$ cat src/bts_defs.svh
// Constants for the built-in test supervisor: register offsets, fields,
// reset values and timing counts. Assumes a 100 MHz system clock.
`ifndef BTS_DEFS_SVH
`define BTS_DEFS_SVH

`define BTS_CLK_HZ 100000000
`define BTS_SAMPLE_S 1
`define BTS_SAMPLE_CYC (`BTS_SAMPLE_S * `BTS_CLK_HZ)
`define BTS_WDT_US 1000
`define BTS_WDT_CYC (`BTS_WDT_US * (`BTS_CLK_HZ / 1000000))
`define BTS_BUSMON_US 500
`define BTS_BUSMON_CYC (`BTS_BUSMON_US * (`BTS_CLK_HZ / 1000000))
`define BTS_RTC_US 2000
`define BTS_RTC_CYC (`BTS_RTC_US * (`BTS_CLK_HZ / 1000000))

`define BTS_A_CTRL 8'h00
`define BTS_A_STATUS 8'h04
`define BTS_A_FAULT 8'h08
`define BTS_A_AOUT 8'h0C
`define BTS_A_DOUT 8'h10
`define BTS_A_DIN_SEL 8'h14
`define BTS_A_DIN_VAL 8'h18
`define BTS_A_AIN_SEL 8'h1C
`define BTS_A_AIN_VAL 8'h20
`define BTS_A_MON0 8'h24
`define BTS_A_MONV0 8'h30
`define BTS_A_SUMMARY 8'h3C

// Control bits
`define BTS_C_START 0
`define BTS_C_FCLR 1
`define BTS_C_FREEZE 2
`define BTS_C_BLANK 3
`define BTS_C_SYSTEST 4
`define BTS_C_CDU_KICK 5
`define BTS_C_AP_KICK 6

`define BTS_FAULT_RST 16'h0000
`endif

$ cat src/bts_pkg.sv
// Types shared by the built-in test supervisor.
// Assumes bts_defs.svh is on the include path.
package bts_pkg;
    typedef enum logic [4:0] {
        BTS_IDLE = 5'b0_0001,
        BTS_SUM = 5'b0_0010,
        BTS_RTC = 5'b0_0100,
        BTS_WRAP = 5'b0_1000,
        BTS_DONE = 5'b1_0000
    } bts_state_t;

    typedef struct packed {
        logic [7:0] proc_id;
        logic [15:0] memory_location_entry;
    } bts_mon_t;

    typedef struct packed {
        logic stability_augmentation_enable;
        logic autopilot_enable;
        logic clutch_enable;
        logic blank;
    } bts_lock_t;
endpackage : bts_pkg

$ cat src/bts_supervisor.sv
// Built-in test supervisor: tests, monitors, maintenance and interlocks.
// Inputs synchronous to ref_clk; monitor reads answer one cycle late.
`timescale 1ns/1ns
`default_nettype none
`include "bts_defs.svh"

// Behaviour
// - Continuous in-flight checks run always, raising warnings and recording faults.
// - Automatic test starts at power-up and on software command.
// - Monitored words and measured levels refresh once per second.
// - Signal generate/measure applied only on ground with hydraulics off.
// - Discrete output addressed by low byte; value bits select discretes.
// - Low byte of discrete input address returns whole input word.
// - Three memory monitors, processor id and location, continuous or frozen.
// - Fault clear command erases stored fault code history.
// - Summary lists warnings before cautions, copied from the active inputs each cycle.
// - Display watchdog expiry blanks the display screen.
// - Autopilot processor and display declare dead bus when controller silent.
// - Bus test checks drivers send and receive all ones and zeros.
// - Power-up checksum of the first memory after load, up to mem_sum_last.
// - Power-up check that the real time clock runs.
// - System test checks each discrete output wraparound in both states.
// - Processor fault drops augmentation, autopilot and clutch enables.
// - Autopilot watchdog expiry releases augmentation and clutch.
// - Display blanked by display processor command or either watchdog.
// - Initialization page shown first, only after power-up test passes.
// - Bus controller checks its sequencing against the clock interrupt.
// - Missing valid word from any processor stores a failure.
// - Disabling failure raises a warning and forces disengagement.
module bts_supervisor #(
    parameter int SAMPLE_CYC = `BTS_SAMPLE_CYC,
    parameter int WDT_CYC = `BTS_WDT_CYC,
    parameter int BUSMON_CYC = `BTS_BUSMON_CYC,
    parameter int RTC_CYC = `BTS_RTC_CYC,
    parameter int NPROC = 4,
    parameter int NMEM = 3
) (
    input wire logic ref_clk,
    input wire logic rst_n,
    input wire logic wb_cyc_i,
    input wire logic wb_stb_i,
    input wire logic wb_we_i,
    input wire logic [7:0] wb_adr_i,
    input wire logic [3:0] wb_sel_i,
    input wire logic [31:0] wb_dat_i,
    output logic [31:0] wb_dat_o,
    output logic wb_ack_o,
    input wire logic on_ground,
    input wire logic hydraulics_on,
    input wire logic [NPROC-1:0] proc_valid,
    input wire logic [NPROC-1:0] proc_fault,
    input wire logic bus_ctrl_tick,
    input wire logic rtc_tick,
    input wire logic seq_ok,
    input wire logic [31:0] bus_loopback,
    input wire logic mem_load_done,
    input wire logic [15:0] mem_sum_word,
    input wire logic mem_sum_last,
    input wire logic [15:0] mem_sum_expect,
    input wire logic [15:0] mem_rd_data,
    input wire logic [15:0] discrete_in,
    input wire logic [15:0] discrete_wrap,
    input wire logic [15:0] analog_in,
    input wire logic [7:0] warn_active,
    input wire logic [7:0] caution_active,
    output logic [31:0] bus_drive,
    output logic [7:0] mem_rd_proc,
    output logic [15:0] mem_rd_loc,
    output logic [15:0] aout_addr,
    output logic [15:0] aout_volt,
    output logic aout_strobe,
    output logic [7:0] dout_addr,
    output logic [15:0] dout_value,
    output logic dout_strobe,
    output logic [7:0] din_addr,
    output logic [15:0] ain_addr,
    output logic stability_augmentation_enable,
    output logic autopilot_enable,
    output logic clutch_enable,
    output logic display_blank,
    output logic init_page,
    output logic warning,
    output logic fault_clear
);
    import bts_pkg::*;
    function automatic logic [31:0] sel_merge(input logic [31:0] old,
                                              input logic [31:0] nw,
                                              input logic [3:0] sel);
        logic [31:0] r;
        r = old;
        for (int i = 0; i < 4; i++) begin
            if (sel[i]) begin
                r[i*8 +: 8] = nw[i*8 +: 8];
            end
        end
        return r;
    endfunction
    bts_state_t state_q;
    logic [31:0] ctrl_q, sample_cnt_q, aout_q, dout_q;
    logic [31:0] cdu_wdt_q, ap_wdt_q, busmon_q, rtc_cnt_q;
    logic [15:0] fault_q, sum_q, ain_sel_q, din_val_q, ain_val_q, summary_q;
    logic cdu_exp_q, ap_exp_q, dead_bus_q, sum_bad_q, rtc_bad_q, wrap_bad_q;
    logic bus_bad_q, pass_q, sample_tick, safe, wr, ctl_wr, disengage;
    logic [NPROC-1:0] seen_q;
    logic [1:0] wrap_ph_q, mon_idx_q, rd_vld_q;
    logic [3:0] rd_slot_q;
    logic [7:0] din_sel_q;
    bts_mon_t mon_q [NMEM];
    logic [15:0] monv_q [NMEM];

    assign wr = wb_cyc_i && wb_stb_i && wb_we_i && !wb_ack_o;
    assign ctl_wr = wr && wb_adr_i == `BTS_A_CTRL;
    assign safe = on_ground && !hydraulics_on;
    assign sample_tick = sample_cnt_q == 32'(SAMPLE_CYC - 1);
    assign disengage = |proc_fault || ap_exp_q || (|fault_q[7:0]);

    // Single-cycle ack; unmapped reads return zero, writes are dropped
    always_ff @(posedge ref_clk or negedge rst_n) begin
        if (!rst_n) begin
            wb_ack_o <= 1'b0;
            wb_dat_o <= 32'h0000_0000;
        end else begin
            wb_ack_o <= wb_cyc_i && wb_stb_i && !wb_ack_o;
            if (wb_adr_i == `BTS_A_CTRL) begin
                wb_dat_o <= ctrl_q;
            end else if (wb_adr_i == `BTS_A_STATUS) begin
                wb_dat_o <= {16'h0000, 3'h0, pass_q, dead_bus_q,
                             ap_exp_q, cdu_exp_q, bus_bad_q, wrap_bad_q,
                             rtc_bad_q, sum_bad_q, state_q};
            end else if (wb_adr_i == `BTS_A_FAULT) begin
                wb_dat_o <= {16'h0000, fault_q};
            end else if (wb_adr_i == `BTS_A_AOUT) begin
                wb_dat_o <= aout_q;
            end else if (wb_adr_i == `BTS_A_DOUT) begin
                wb_dat_o <= dout_q;
            end else if (wb_adr_i == `BTS_A_DIN_SEL) begin
                wb_dat_o <= {24'h00_0000, din_sel_q};
            end else if (wb_adr_i == `BTS_A_DIN_VAL) begin
                wb_dat_o <= {16'h0000, din_val_q};
            end else if (wb_adr_i == `BTS_A_AIN_SEL) begin
                wb_dat_o <= {16'h0000, ain_sel_q};
            end else if (wb_adr_i == `BTS_A_AIN_VAL) begin
                wb_dat_o <= {16'h0000, ain_val_q};
            end else if (wb_adr_i >= `BTS_A_MON0 &&
                         wb_adr_i < `BTS_A_MONV0) begin
                wb_dat_o <= {8'h00, mon_q[2'(wb_adr_i[7:2] - 6'd9)]};
            end else if (wb_adr_i >= `BTS_A_MONV0 &&
                         wb_adr_i < `BTS_A_SUMMARY) begin
                wb_dat_o <= {16'h0000, monv_q[2'(wb_adr_i[7:2] - 6'd12)]};
            end else if (wb_adr_i == `BTS_A_SUMMARY) begin
                wb_dat_o <= {16'h0000, summary_q};
            end else begin
                wb_dat_o <= 32'h0000_0000;
            end
        end
    end

    always_ff @(posedge ref_clk or negedge rst_n) begin
        if (!rst_n) begin
            ctrl_q <= 32'h0000_0000;
        end else if (ctl_wr) begin
            ctrl_q <= sel_merge(ctrl_q, wb_dat_i, wb_sel_i);
        end else begin
            // Command bits are self-clearing strobes; freeze and blank stay
            ctrl_q <= ctrl_q & 32'h0000_000C;
        end
    end

    // One-second sample enable
    always_ff @(posedge ref_clk or negedge rst_n) begin
        if (!rst_n) begin
            sample_cnt_q <= 32'h0000_0000;
        end else begin
            sample_cnt_q <= sample_tick ? '0 : sample_cnt_q + 32'h0000_0001;
        end
    end

    // Power-up and commanded test sequence
    always_ff @(posedge ref_clk or negedge rst_n) begin
        if (!rst_n) begin
            state_q <= BTS_SUM;
            sum_q <= 16'h0000;
            sum_bad_q <= 1'b0;
            rtc_bad_q <= 1'b0;
            wrap_bad_q <= 1'b0;
            pass_q <= 1'b0;
            rtc_cnt_q <= 32'h0000_0000;
            wrap_ph_q <= 2'b00;
        end else begin
            case (state_q)
                BTS_IDLE, BTS_DONE: begin
                    if (ctrl_q[`BTS_C_START]) begin
                        state_q <= BTS_SUM;
                        sum_q <= 16'h0000;
                        pass_q <= 1'b0;
                    end else if (ctrl_q[`BTS_C_SYSTEST]) begin
                        state_q <= BTS_WRAP;
                        wrap_ph_q <= 2'b00;
                    end
                end
                BTS_SUM: begin
                    if (mem_load_done) begin
                        sum_q <= sum_q + mem_sum_word;
                        if (mem_sum_last) begin
                            sum_bad_q <= (sum_q + mem_sum_word) !=
                                         mem_sum_expect;
                            rtc_cnt_q <= 32'h0000_0000;
                            state_q <= BTS_RTC;
                        end
                    end
                end
                BTS_RTC: begin
                    rtc_cnt_q <= rtc_cnt_q + 32'h0000_0001;
                    if (rtc_tick) begin
                        rtc_bad_q <= 1'b0;
                        pass_q <= !sum_bad_q;
                        state_q <= BTS_DONE;
                    end else if (rtc_cnt_q == 32'(RTC_CYC - 1)) begin
                        rtc_bad_q <= 1'b1;
                        state_q <= BTS_DONE;
                    end
                end
                BTS_WRAP: begin
                    wrap_ph_q <= wrap_ph_q + 2'b01;
                    if (wrap_ph_q == 2'b01 && discrete_wrap != 16'hFFFF) begin
                        wrap_bad_q <= 1'b1;
                    end
                    if (wrap_ph_q == 2'b11) begin
                        wrap_bad_q <= wrap_bad_q || discrete_wrap != '0;
                        state_q <= BTS_DONE;
                    end
                end
                default: state_q <= BTS_IDLE;
            endcase
        end
    end

    // Watchdogs and bus monitor; watchdog expiry latches until reset, dead bus clears on a controller tick before expiry, not the first after silence
    always_ff @(posedge ref_clk or negedge rst_n) begin
        if (!rst_n) begin
            cdu_wdt_q <= 32'h0000_0000;
            ap_wdt_q <= 32'h0000_0000;
            busmon_q <= 32'h0000_0000;
            cdu_exp_q <= 1'b0;
            ap_exp_q <= 1'b0;
            dead_bus_q <= 1'b0;
        end else begin
            cdu_wdt_q <= ctrl_q[`BTS_C_CDU_KICK] ? '0 : cdu_wdt_q + 32'h1;
            ap_wdt_q <= ctrl_q[`BTS_C_AP_KICK] ? '0 : ap_wdt_q + 32'h1;
            busmon_q <= bus_ctrl_tick ? '0 : busmon_q + 32'h1;
            if (cdu_wdt_q >= 32'(WDT_CYC - 1)) begin
                cdu_exp_q <= 1'b1;
            end
            if (ap_wdt_q >= 32'(WDT_CYC - 1)) begin
                ap_exp_q <= 1'b1;
            end
            if (busmon_q >= 32'(BUSMON_CYC - 1)) begin
                dead_bus_q <= 1'b1;
            end else if (bus_ctrl_tick) begin
                dead_bus_q <= 1'b0;
            end
        end
    end

    // Continuous in-flight monitoring and fault storage
    always_ff @(posedge ref_clk or negedge rst_n) begin
        if (!rst_n) begin
            fault_q <= `BTS_FAULT_RST;
            seen_q <= '0;
            bus_bad_q <= 1'b0;
            bus_drive <= 32'h0000_0000;
        end else begin
            bus_drive <= ~bus_drive;
            if (bus_loopback != bus_drive) begin
                bus_bad_q <= 1'b1;
            end
            seen_q <= sample_tick ? '0 : (seen_q | proc_valid);
            // New faults beat a clear in the same cycle
            fault_q <= (ctrl_q[`BTS_C_FCLR] ? 16'h0000 : fault_q) |
                {8'h00, dead_bus_q, !seq_ok, bus_bad_q, |proc_fault,
                 sample_tick && seen_q != {NPROC{1'b1}},
                 ap_exp_q, cdu_exp_q, sum_bad_q | rtc_bad_q};
        end
    end

    // Maintenance signal generation and measurement
    always_ff @(posedge ref_clk or negedge rst_n) begin
        if (!rst_n) begin
            aout_q <= 32'h0000_0000;
            dout_q <= 32'h0000_0000;
            din_sel_q <= 8'h00;
            ain_sel_q <= 16'h0000;
            din_val_q <= 16'h0000;
            ain_val_q <= 16'h0000;
            aout_strobe <= 1'b0;
            dout_strobe <= 1'b0;
            aout_addr <= 16'h0000;
            aout_volt <= 16'h0000;
            dout_addr <= 8'h00;
            dout_value <= 16'h0000;
            din_addr <= 8'h00;
            ain_addr <= 16'h0000;
        end else begin
            aout_strobe <= 1'b0;
            dout_strobe <= 1'b0;
            if (wr && wb_adr_i == `BTS_A_AOUT && safe) begin
                aout_q <= sel_merge(aout_q, wb_dat_i, wb_sel_i);
                aout_addr <= wb_dat_i[31:16];
                aout_volt <= wb_dat_i[15:0];
                aout_strobe <= 1'b1;
            end
            if (wr && wb_adr_i == `BTS_A_DOUT && safe) begin
                dout_q <= sel_merge(dout_q, wb_dat_i, wb_sel_i);
                dout_addr <= wb_dat_i[23:16];
                dout_value <= wb_dat_i[15:0];
                dout_strobe <= 1'b1;
            end
            if (state_q == BTS_WRAP) begin
                dout_value <= {16{!wrap_ph_q[1]}};
            end
            if (wr && wb_adr_i == `BTS_A_DIN_SEL && safe) begin
                din_sel_q <= wb_dat_i[7:0];
                din_addr <= wb_dat_i[7:0];
            end
            if (wr && wb_adr_i == `BTS_A_AIN_SEL && safe) begin
                ain_sel_q <= wb_dat_i[15:0];
                ain_addr <= wb_dat_i[15:0];
            end
            if (sample_tick && safe) begin
                din_val_q <= discrete_in;
                ain_val_q <= analog_in;
            end
        end
    end

    // Memory monitors: one read per slot, all refreshed each second unless frozen
    always_ff @(posedge ref_clk or negedge rst_n) begin
        if (!rst_n) begin
            mon_idx_q <= 2'b11;
            rd_vld_q <= 2'b00;
            rd_slot_q <= 4'h0;
            mem_rd_proc <= 8'h00;
            mem_rd_loc <= 16'h0000;
            for (int i = 0; i < NMEM; i++) begin
                mon_q[i] <= '0;
                monv_q[i] <= 16'h0000;
            end
        end else begin
            for (int i = 0; i < NMEM; i++) begin
                if (wr && wb_adr_i == 8'(`BTS_A_MON0 + 4 * i)) begin
                    mon_q[i] <= wb_dat_i[23:0];
                end
            end
            if (sample_tick && !ctrl_q[`BTS_C_FREEZE]) begin
                mon_idx_q <= 2'b00;
            end else if (mon_idx_q < 2'(NMEM)) begin
                mon_idx_q <= mon_idx_q + 2'b01;
            end
            if (mon_idx_q < 2'(NMEM)) begin
                mem_rd_proc <= mon_q[mon_idx_q].proc_id;
                mem_rd_loc <= mon_q[mon_idx_q].memory_location_entry;
            end
            // Data answers one cycle after the registered address
            rd_vld_q <= {rd_vld_q[0], mon_idx_q < 2'(NMEM)};
            rd_slot_q <= {rd_slot_q[1:0], mon_idx_q};
            if (rd_vld_q[1]) begin
                monv_q[rd_slot_q[3:2]] <= mem_rd_data;
            end
        end
    end

    // Interlocks and summary
    always_ff @(posedge ref_clk or negedge rst_n) begin
        if (!rst_n) begin
            stability_augmentation_enable <= 1'b0;
            autopilot_enable <= 1'b0;
            clutch_enable <= 1'b0;
            display_blank <= 1'b1;
            init_page <= 1'b0;
            warning <= 1'b0;
            fault_clear <= 1'b0;
            summary_q <= 16'h0000;
        end else begin
            stability_augmentation_enable <= !disengage;
            autopilot_enable <= !disengage;
            clutch_enable <= !disengage;
            display_blank <= ctrl_q[`BTS_C_BLANK] || cdu_exp_q ||
                             ap_exp_q || dead_bus_q;
            init_page <= pass_q && state_q == BTS_DONE;
            warning <= disengage || |fault_q;
            fault_clear <= ctrl_q[`BTS_C_FCLR];
            summary_q <= {warn_active, caution_active};
        end
    end
endmodule // bts_supervisor
`default_nettype wire

$ cat config.mk
export PLATFORM = sky130hd
export DESIGN_NAME = bts_supervisor
export DESIGN_NICKNAME = d
export VERILOG_FILES = /design/src/bts_pkg.sv /design/src/bts_supervisor.sv
export VERILOG_INCLUDE_DIRS = /design/src
export SDC_FILE = /design/constraint.sdc
export NUM_CORES = 1
export LEC_CHECK = 0
export ABC_AREA = 1
export BUFFER_PORTS_ARGS = -buffer_cell sky130_fd_sc_hd__buf_2
export CAP_MARGIN = 20
export CORE_ASPECT_RATIO = 1.2
export CORE_MARGIN = 8
export CORE_UTILIZATION = 61
export CTS_BUF_LIST = sky130_fd_sc_hd__clkbuf_2 sky130_fd_sc_hd__clkbuf_4 sky130_fd_sc_hd__clkbuf_8
export DETAILED_ROUTE_END_ITERATION = 8
export PLACE_DENSITY = 0.84
export SKIP_LAST_GASP = 1
export SYNTH_ARGS = -nofsm -noshare
export SYNTH_HDL_FRONTEND = slang
export SYNTH_SLANG_ARGS = --single-unit
export TNS_END_PERCENT = 100
$ cat constraint.sdc
create_clock -name ref_clk -period 2.9 [get_ports ref_clk]
set_input_delay 0.29 -clock ref_clk [delete_from_list [all_inputs] [get_ports ref_clk]]
set_output_delay 0.29 -clock ref_clk [all_outputs]
set_load 0.1 [all_outputs]
Yosys cells after proc, flatten, opt, wreduce, memory -nomap -nowiden
Index checks and enable logic that the tools add are counted.

Memories: 0. Bits in latches: 0. Memory bits (read-only): 0. RAM bits: 0. Bits of input ports: 208. Register bits after elaboration: 659.

Reductions and logical operators: 71. Multiply operators: 0. Add/subtract/negate cells: 10. Bitwise logic cells: 8. Shift operators: 0. Order comparisons: 13. Muxes and demuxes: 67. Equality and inequality tests: 38. Div/mod/pow operators: 0.

Operators by type and width (count): 32-bit two-way mux (12); 24-bit two-way mux (9); 32-bit by 1-bit adder with 32-bit output, second input constant (5); 16-bit two-way mux (10); 24-bit binary-select mux with 2-bit select (2); 32-bit by 17-bit greater-or-equal comparator with 1-bit output, second input constant (2); 32-bit one-hot mux with 2 select lines (1); 48-bit bitwise mux (1); 8-bit by 6-bit equality test with 1-bit output, second input constant (5); 5-bit two-way mux (7); 16-bit binary-select mux with 2-bit select (1); 16-bit demux with 2-bit select (1); 32-bit by 18-bit equality test with 1-bit output, second input constant (1); 32-bit by 27-bit equality test with 1-bit output, second input constant (1); 8-bit by 5-bit equality test with 1-bit output, second input constant (4); 32-bit by 16-bit greater-or-equal comparator with 1-bit output, second input constant (1); 8-bit two-way mux (4); 32-bit inequality test (1); 32-bit inverter (1); 16-bit one-hot mux with 2 select lines (1); 1-bit logical AND (25); 2-bit inequality test, second input constant (11); 2-bit AND reduction (11); 5-bit one-hot mux with 4 select lines (1); other kinds (41) (89).

Depth between registers and ports, before layout
Word-level depth: 16. Mapped depth: 19. Depth with buffers taken out: 18.

Least setup slack after synthesis
No wires, ideal clock.

Path type: register to register. From: register wb_ack_o. To: register aout_volt[2]. Buffers on the path: 1. Clock period less this slack: 2.177 ns. Arrival time: 2.100 ns. Slack: 0.723 ns. Cell stages (with the launch flop): 10. Setup time: 0.077 ns. Cell sequence: dfrtp_1 > nor2_1 > nand2_1 > inv_1 > nand2_1 > nor2_4 > inv_2 > clkbuf_1 > nand2_1 > o21ai_1.

Cells in the longest elaborated chain, start to end: 4.

RTL lines: start, declared (line bts_supervisor.sv:47) `output logic wb_ack_o,`; start signal, assigned (line bts_supervisor.sv:123) `wb_ack_o <= wb_cyc_i && wb_stb_i && !wb_ack_o;`; 1-bit zero test (line bts_supervisor.sv:111) `assign wr = wb_cyc_i && wb_stb_i && wb_we_i && !wb_ack_o;`; 1-bit logical AND (line bts_supervisor.sv:111); 1-bit logical AND (no source line); 1-bit logical AND (line bts_supervisor.sv:306) `` if (wr && wb_adr_i == `BTS_A_AOUT && safe) begin ``; end signal, assigned (line bts_supervisor.sv:309) `aout_volt <= wb_dat_i[15:0];`; end, declared (line bts_supervisor.sv:70) `output logic [15:0] aout_volt,`.

Every way passes these cells. A chain may end at the register's enable or synchronous reset.

Worst setup path in the final report
From: input port wb_stb_i. To: register dout_value[9].

Cells in the longest elaborated chain, start to end: 6.

RTL lines: start, declared (line bts_supervisor.sv:41) `input wire logic wb_stb_i,`; 1-bit logical AND (3 in a row) (line bts_supervisor.sv:111); 1-bit logical AND (no source line); 1-bit logical AND (line bts_supervisor.sv:312) `` if (wr && wb_adr_i == `BTS_A_DOUT && safe) begin ``; 2-bit nonzero test (no source line); end signal, assigned (line bts_supervisor.sv:315) `dout_value <= wb_dat_i[15:0];`; end signal, assigned (line bts_supervisor.sv:319) `dout_value <= {16{!wrap_ph_q[1]}};`; end, declared (line bts_supervisor.sv:73) `output logic [15:0] dout_value,`.

Every way passes these cells.

==> reports/metrics.csv <==
stage,metric,value,unit
placement,dp_slack,0.3216,ns
final_layout,layout_commonest_cell,nand2_1,
final_layout,fin_area,0.03767,mm2
power_and_ir_drop,p_sw,4.909,mW
global_routing,grt_overflow,0,
final_layout,layout-drive-gt1-share,0.1740,
placement,io_buffers,385,
yosys,syn_area_per_cell,8.305,um2
die,dieHeight,264.6,um
sta,fmax,356.1,MHz
global_routing,grt_max_degree,97,
sta,clock_skew,0.05139,ns
global_routing,grt_pass1_wl,158200,um
clock_tree,cts_tree,built,
clock_tree,insertion_delay,0.72,ns
global_routing,track_usage,0.3348,
power_and_ir_drop,p_leak,18.99,nW
yosys,ys_warn_count,0,
yosys,ys_types,67,
critical_path,critical_path_required,3.50,ns
final_layout,stdcell_count,5057,
placement,dpl.hpwl,69280,um
die,floorplan.initialDensity,0.6146,
yosys,synth_area,0.03142,mm2
global_routing,grt_pass1_vias,29510,
sta,worst_pin_slew,0.7607,ns
yosys,synth_ff_type,dfrtp_1,
drt,postRouteAntennaNets,0,
yosys,async_flop_share,1.000,
sta,drv_slew,0,
die,dieArea,0.05905,mm2
critical_path,reg2reg_from,sum_q[0]$_DFFE_PN0P_,
critical_path,path_class,in2reg,
final_layout,syn_to_final_growth,19.91,%
final_layout,final_nets,4566,
placement,place.gp.congestion,0.9721,
clock_tree,ctsHtreeMaxLevel,3,
sta,setup_violations,0,
worst_hold_path,hold_path.class,in2reg,
worst_hold_path,hold_path_depth,5,
die,chipWidth,223.2,um
drt,first_pass_iters,6,
clock_tree,cts_buffers,100,
clock_tree,cts_setup_buffers,0,
power_and_ir_drop,swShare,0.2528,
die,core_area,0.05112,mm2
sta,hold_ws,0.05485,ns
final_layout,mostFrequentLayoutCells,"nand2_1 (953), dfrtp_1 (647), o21ai_0 (394)",
die,std_cell_rows,91,
sta,setup_ws,0.09156,ns
global_routing,grt_antenna_before_repair,5,
clock_tree,path_clk_slew,0.06,ns
sta,finalCritPeriodShare,0.9684,
drt,via_count,29438,
clock_tree,clock_path_buffers,3,
critical_path,path_max_fanout,32,
power_and_ir_drop,seqPwrFrac,0.485,
power_and_ir_drop,combPwrFrac,0.084,
sta,hold_viol_final,0,
yosys,syn_inst,3783,
drt,drt-vias-per-instance,5.821,
drt,drc,0,
yosys,synth_nets,4020,
yosys,ys_ff_latch,651,
sta,fin_crit,2.808,ns
power_and_ir_drop,finalPower,19.42,mW
critical_path,r2r_cells,16,
critical_path,critPathLaunchType,primary input,
power_and_ir_drop,peakVddDrop,0.4385,mV
drt,drt-total-wl,99780,um
clock_tree,cts_sinks,651,
power_and_ir_drop,p_int,14.51,mW
worst_hold_path,holdPathEnd,clutch_enable$_DFF_PN0_,
placement,place_area,0.03408,mm2
drt,drtIter0Drc,3120,
critical_path,r2r_setup_slack,0.44,ns
die,ios,386,
worst_hold_path,min_from,proc_fault[3],
sta,rsz0062_at_grt,yes,
status,status,"finished, final reports clean",
power_and_ir_drop,p_per_area,515.4,mW/mm2
clock_tree,root_buffer,clkbuf_8,
power_and_ir_drop,clock_power_share,0.431,
critical_path,crit_arrival,3.40,ns
critical_path,end_kind,flop,
yosys,synth_seq_area_share,0.5187,
placement,place_inst,4740,
run,maxCapViolCount,0,
drt,route.detailed.wl_per_inst,19.73,um
yosys,synth_edf_count,0,
critical_path,r2r-end,sum_bad_q$_DFFE_PN0P_,
sta,slew-limit-headroom,0.4875,
## worst max-delay path, stage by stage
cell and delay (ns):
dlygate4sd3_1 0.53, buf_2 0.10, nand2_1 0.04, dlygate4sd3_1 0.55
nor2_1 0.12, nand2_1 0.18, inv_1 0.23, nand2_1 0.23
nor2_8 0.26, inv_2 0.18, nand2_4 0.31, nor2_1 0.11
a31oi_1 0.24
## synthesized netlist by cell type, drive strengths merged (5+ instances only)
cell type / instances / share of area
ha: 28 / 0.011
nand4: 60 / 0.013
or2: 17 / 0.0034
nor4: 47 / 0.011
nand3: 148 / 0.024
o211ai: 24 / 0.0057
inv: 394 / 0.047
buf: 44 / 0.0080
xnor2: 20 / 0.0056
a211oi: 5 / 0.0012
a21o: 7 / 0.0017
o311ai: 9 / 0.0025
o21ai: 415 / 0.066
a21oi: 170 / 0.027
xor2: 47 / 0.013
mux2: 32 / 0.013
clkbuf: 91 / 0.011
nand2: 976 / 0.12
nor3: 101 / 0.018
dfrtp: 647 / 0.52
a22oi: 12 / 0.0029
a31oi: 50 / 0.010
nor2: 357 / 0.049
clkinv: 5 / 0.00064
o21a: 13 / 0.0031
nand3b: 15 / 0.0036
o22ai: 15 / 0.0030
## logic make-up after synthesis
logic type,Yosys count,synth area share
compound gates,738,0.1281
xor+xnor,67,0.01868
fa+ha+maj,29,0.01179
buf+inv,534,0.06663
flops,651,0.5187
mux,32,0.01266
simple gates,1732,0.2434
## routing by layer
metal	GRT usage	wire length [um]	vias to the layer above
met4	0.1776	5400	2
li1	-	-	13531
met2	0.5516	47370	1570
met5	0	14	-
met3	0.06534	8926	296
met1	0.4161	38070	14039
## final cells by class
| type | instances | area [um2] |
|---|---|---|
| antenna | 3 | 7.507 |
| clock buffer | 157 | 1979 |
| clock inverter | 19 | 214.0 |
| fill | 3627 | 13450 |
| inverter | 399 | 1501 |
| multi-input combinational | 2598 | 13050 |
| sequential | 651 | 16300 |
| tap | 651 | 814.5 |
| timing repair buffer | 579 | 3814 |
## power groups by stage
stage                     Combinational, mW  Clock (mW)  Sequential [mW]
final                                  1.63        8.37             9.42
after global routing                   1.80        8.84             9.43
after CTS                              1.60        8.44             9.41
after detailed placement               1.45           0             9.57
after global placement                 1.42           0             9.57
after floorplan                       0.689           0             9.65
## flip-flops by register name (all words and copies together) (netlist names), 32 cells and up
name          count
mon_q            72
monv_q           48
aout_q           32
ap_wdt_q         32
bus_drive        32
busmon_q         32
cdu_wdt_q        32
ctrl_q           32
dout_q           32
rtc_cnt_q        32
sample_cnt_q     32
wb_dat_o         32
## worst max-delay path by stage
stage,startpoint,cells after the start,slack (ns),endpoint
floorplan,wb_ack_o$_DFF_PN0_,9,0.72,aout_volt[2]$_DFFE_PN0P_
detailed placement,wb_adr_i[3],15,0.32,wb_dat_o[14]$_DFF_PN0_
CTS,wb_stb_i,13,0.18,dout_value[5]$_DFFE_PN0P_
global route,wb_stb_i,13,-0.06,dout_value[9]$_DFFE_PN0P_
global placement,wb_adr_i[3],15,0.36,wb_dat_o[14]$_DFF_PN0_
finish,wb_stb_i,13,0.09,dout_value[9]$_DFFE_PN0P_
## timing repair
| item | in CTS | in global routing |
|---|---|---|
| hold buffers | 138 | 0 |
| resized for setup | 0 | 3 |
| hold endpoints to repair | 253 | 0 |
| endpoints found under the setup margin | 0 | 44 |
## per-stage QoR
| stage | utilization | TNS [ns] |
|---|---|---|
| after floorplan | - | 0 |
| after global placement | 0.6667 | 0 |
| after detailed placement | 0.6667 | 0 |
| after CTS | 0.7366 | 0 |
| after global routing | 0.7369 | -0.05550 |
| final | 0.7369 | 0 |
No activity file was read; power rests on OpenSTA's default activity.
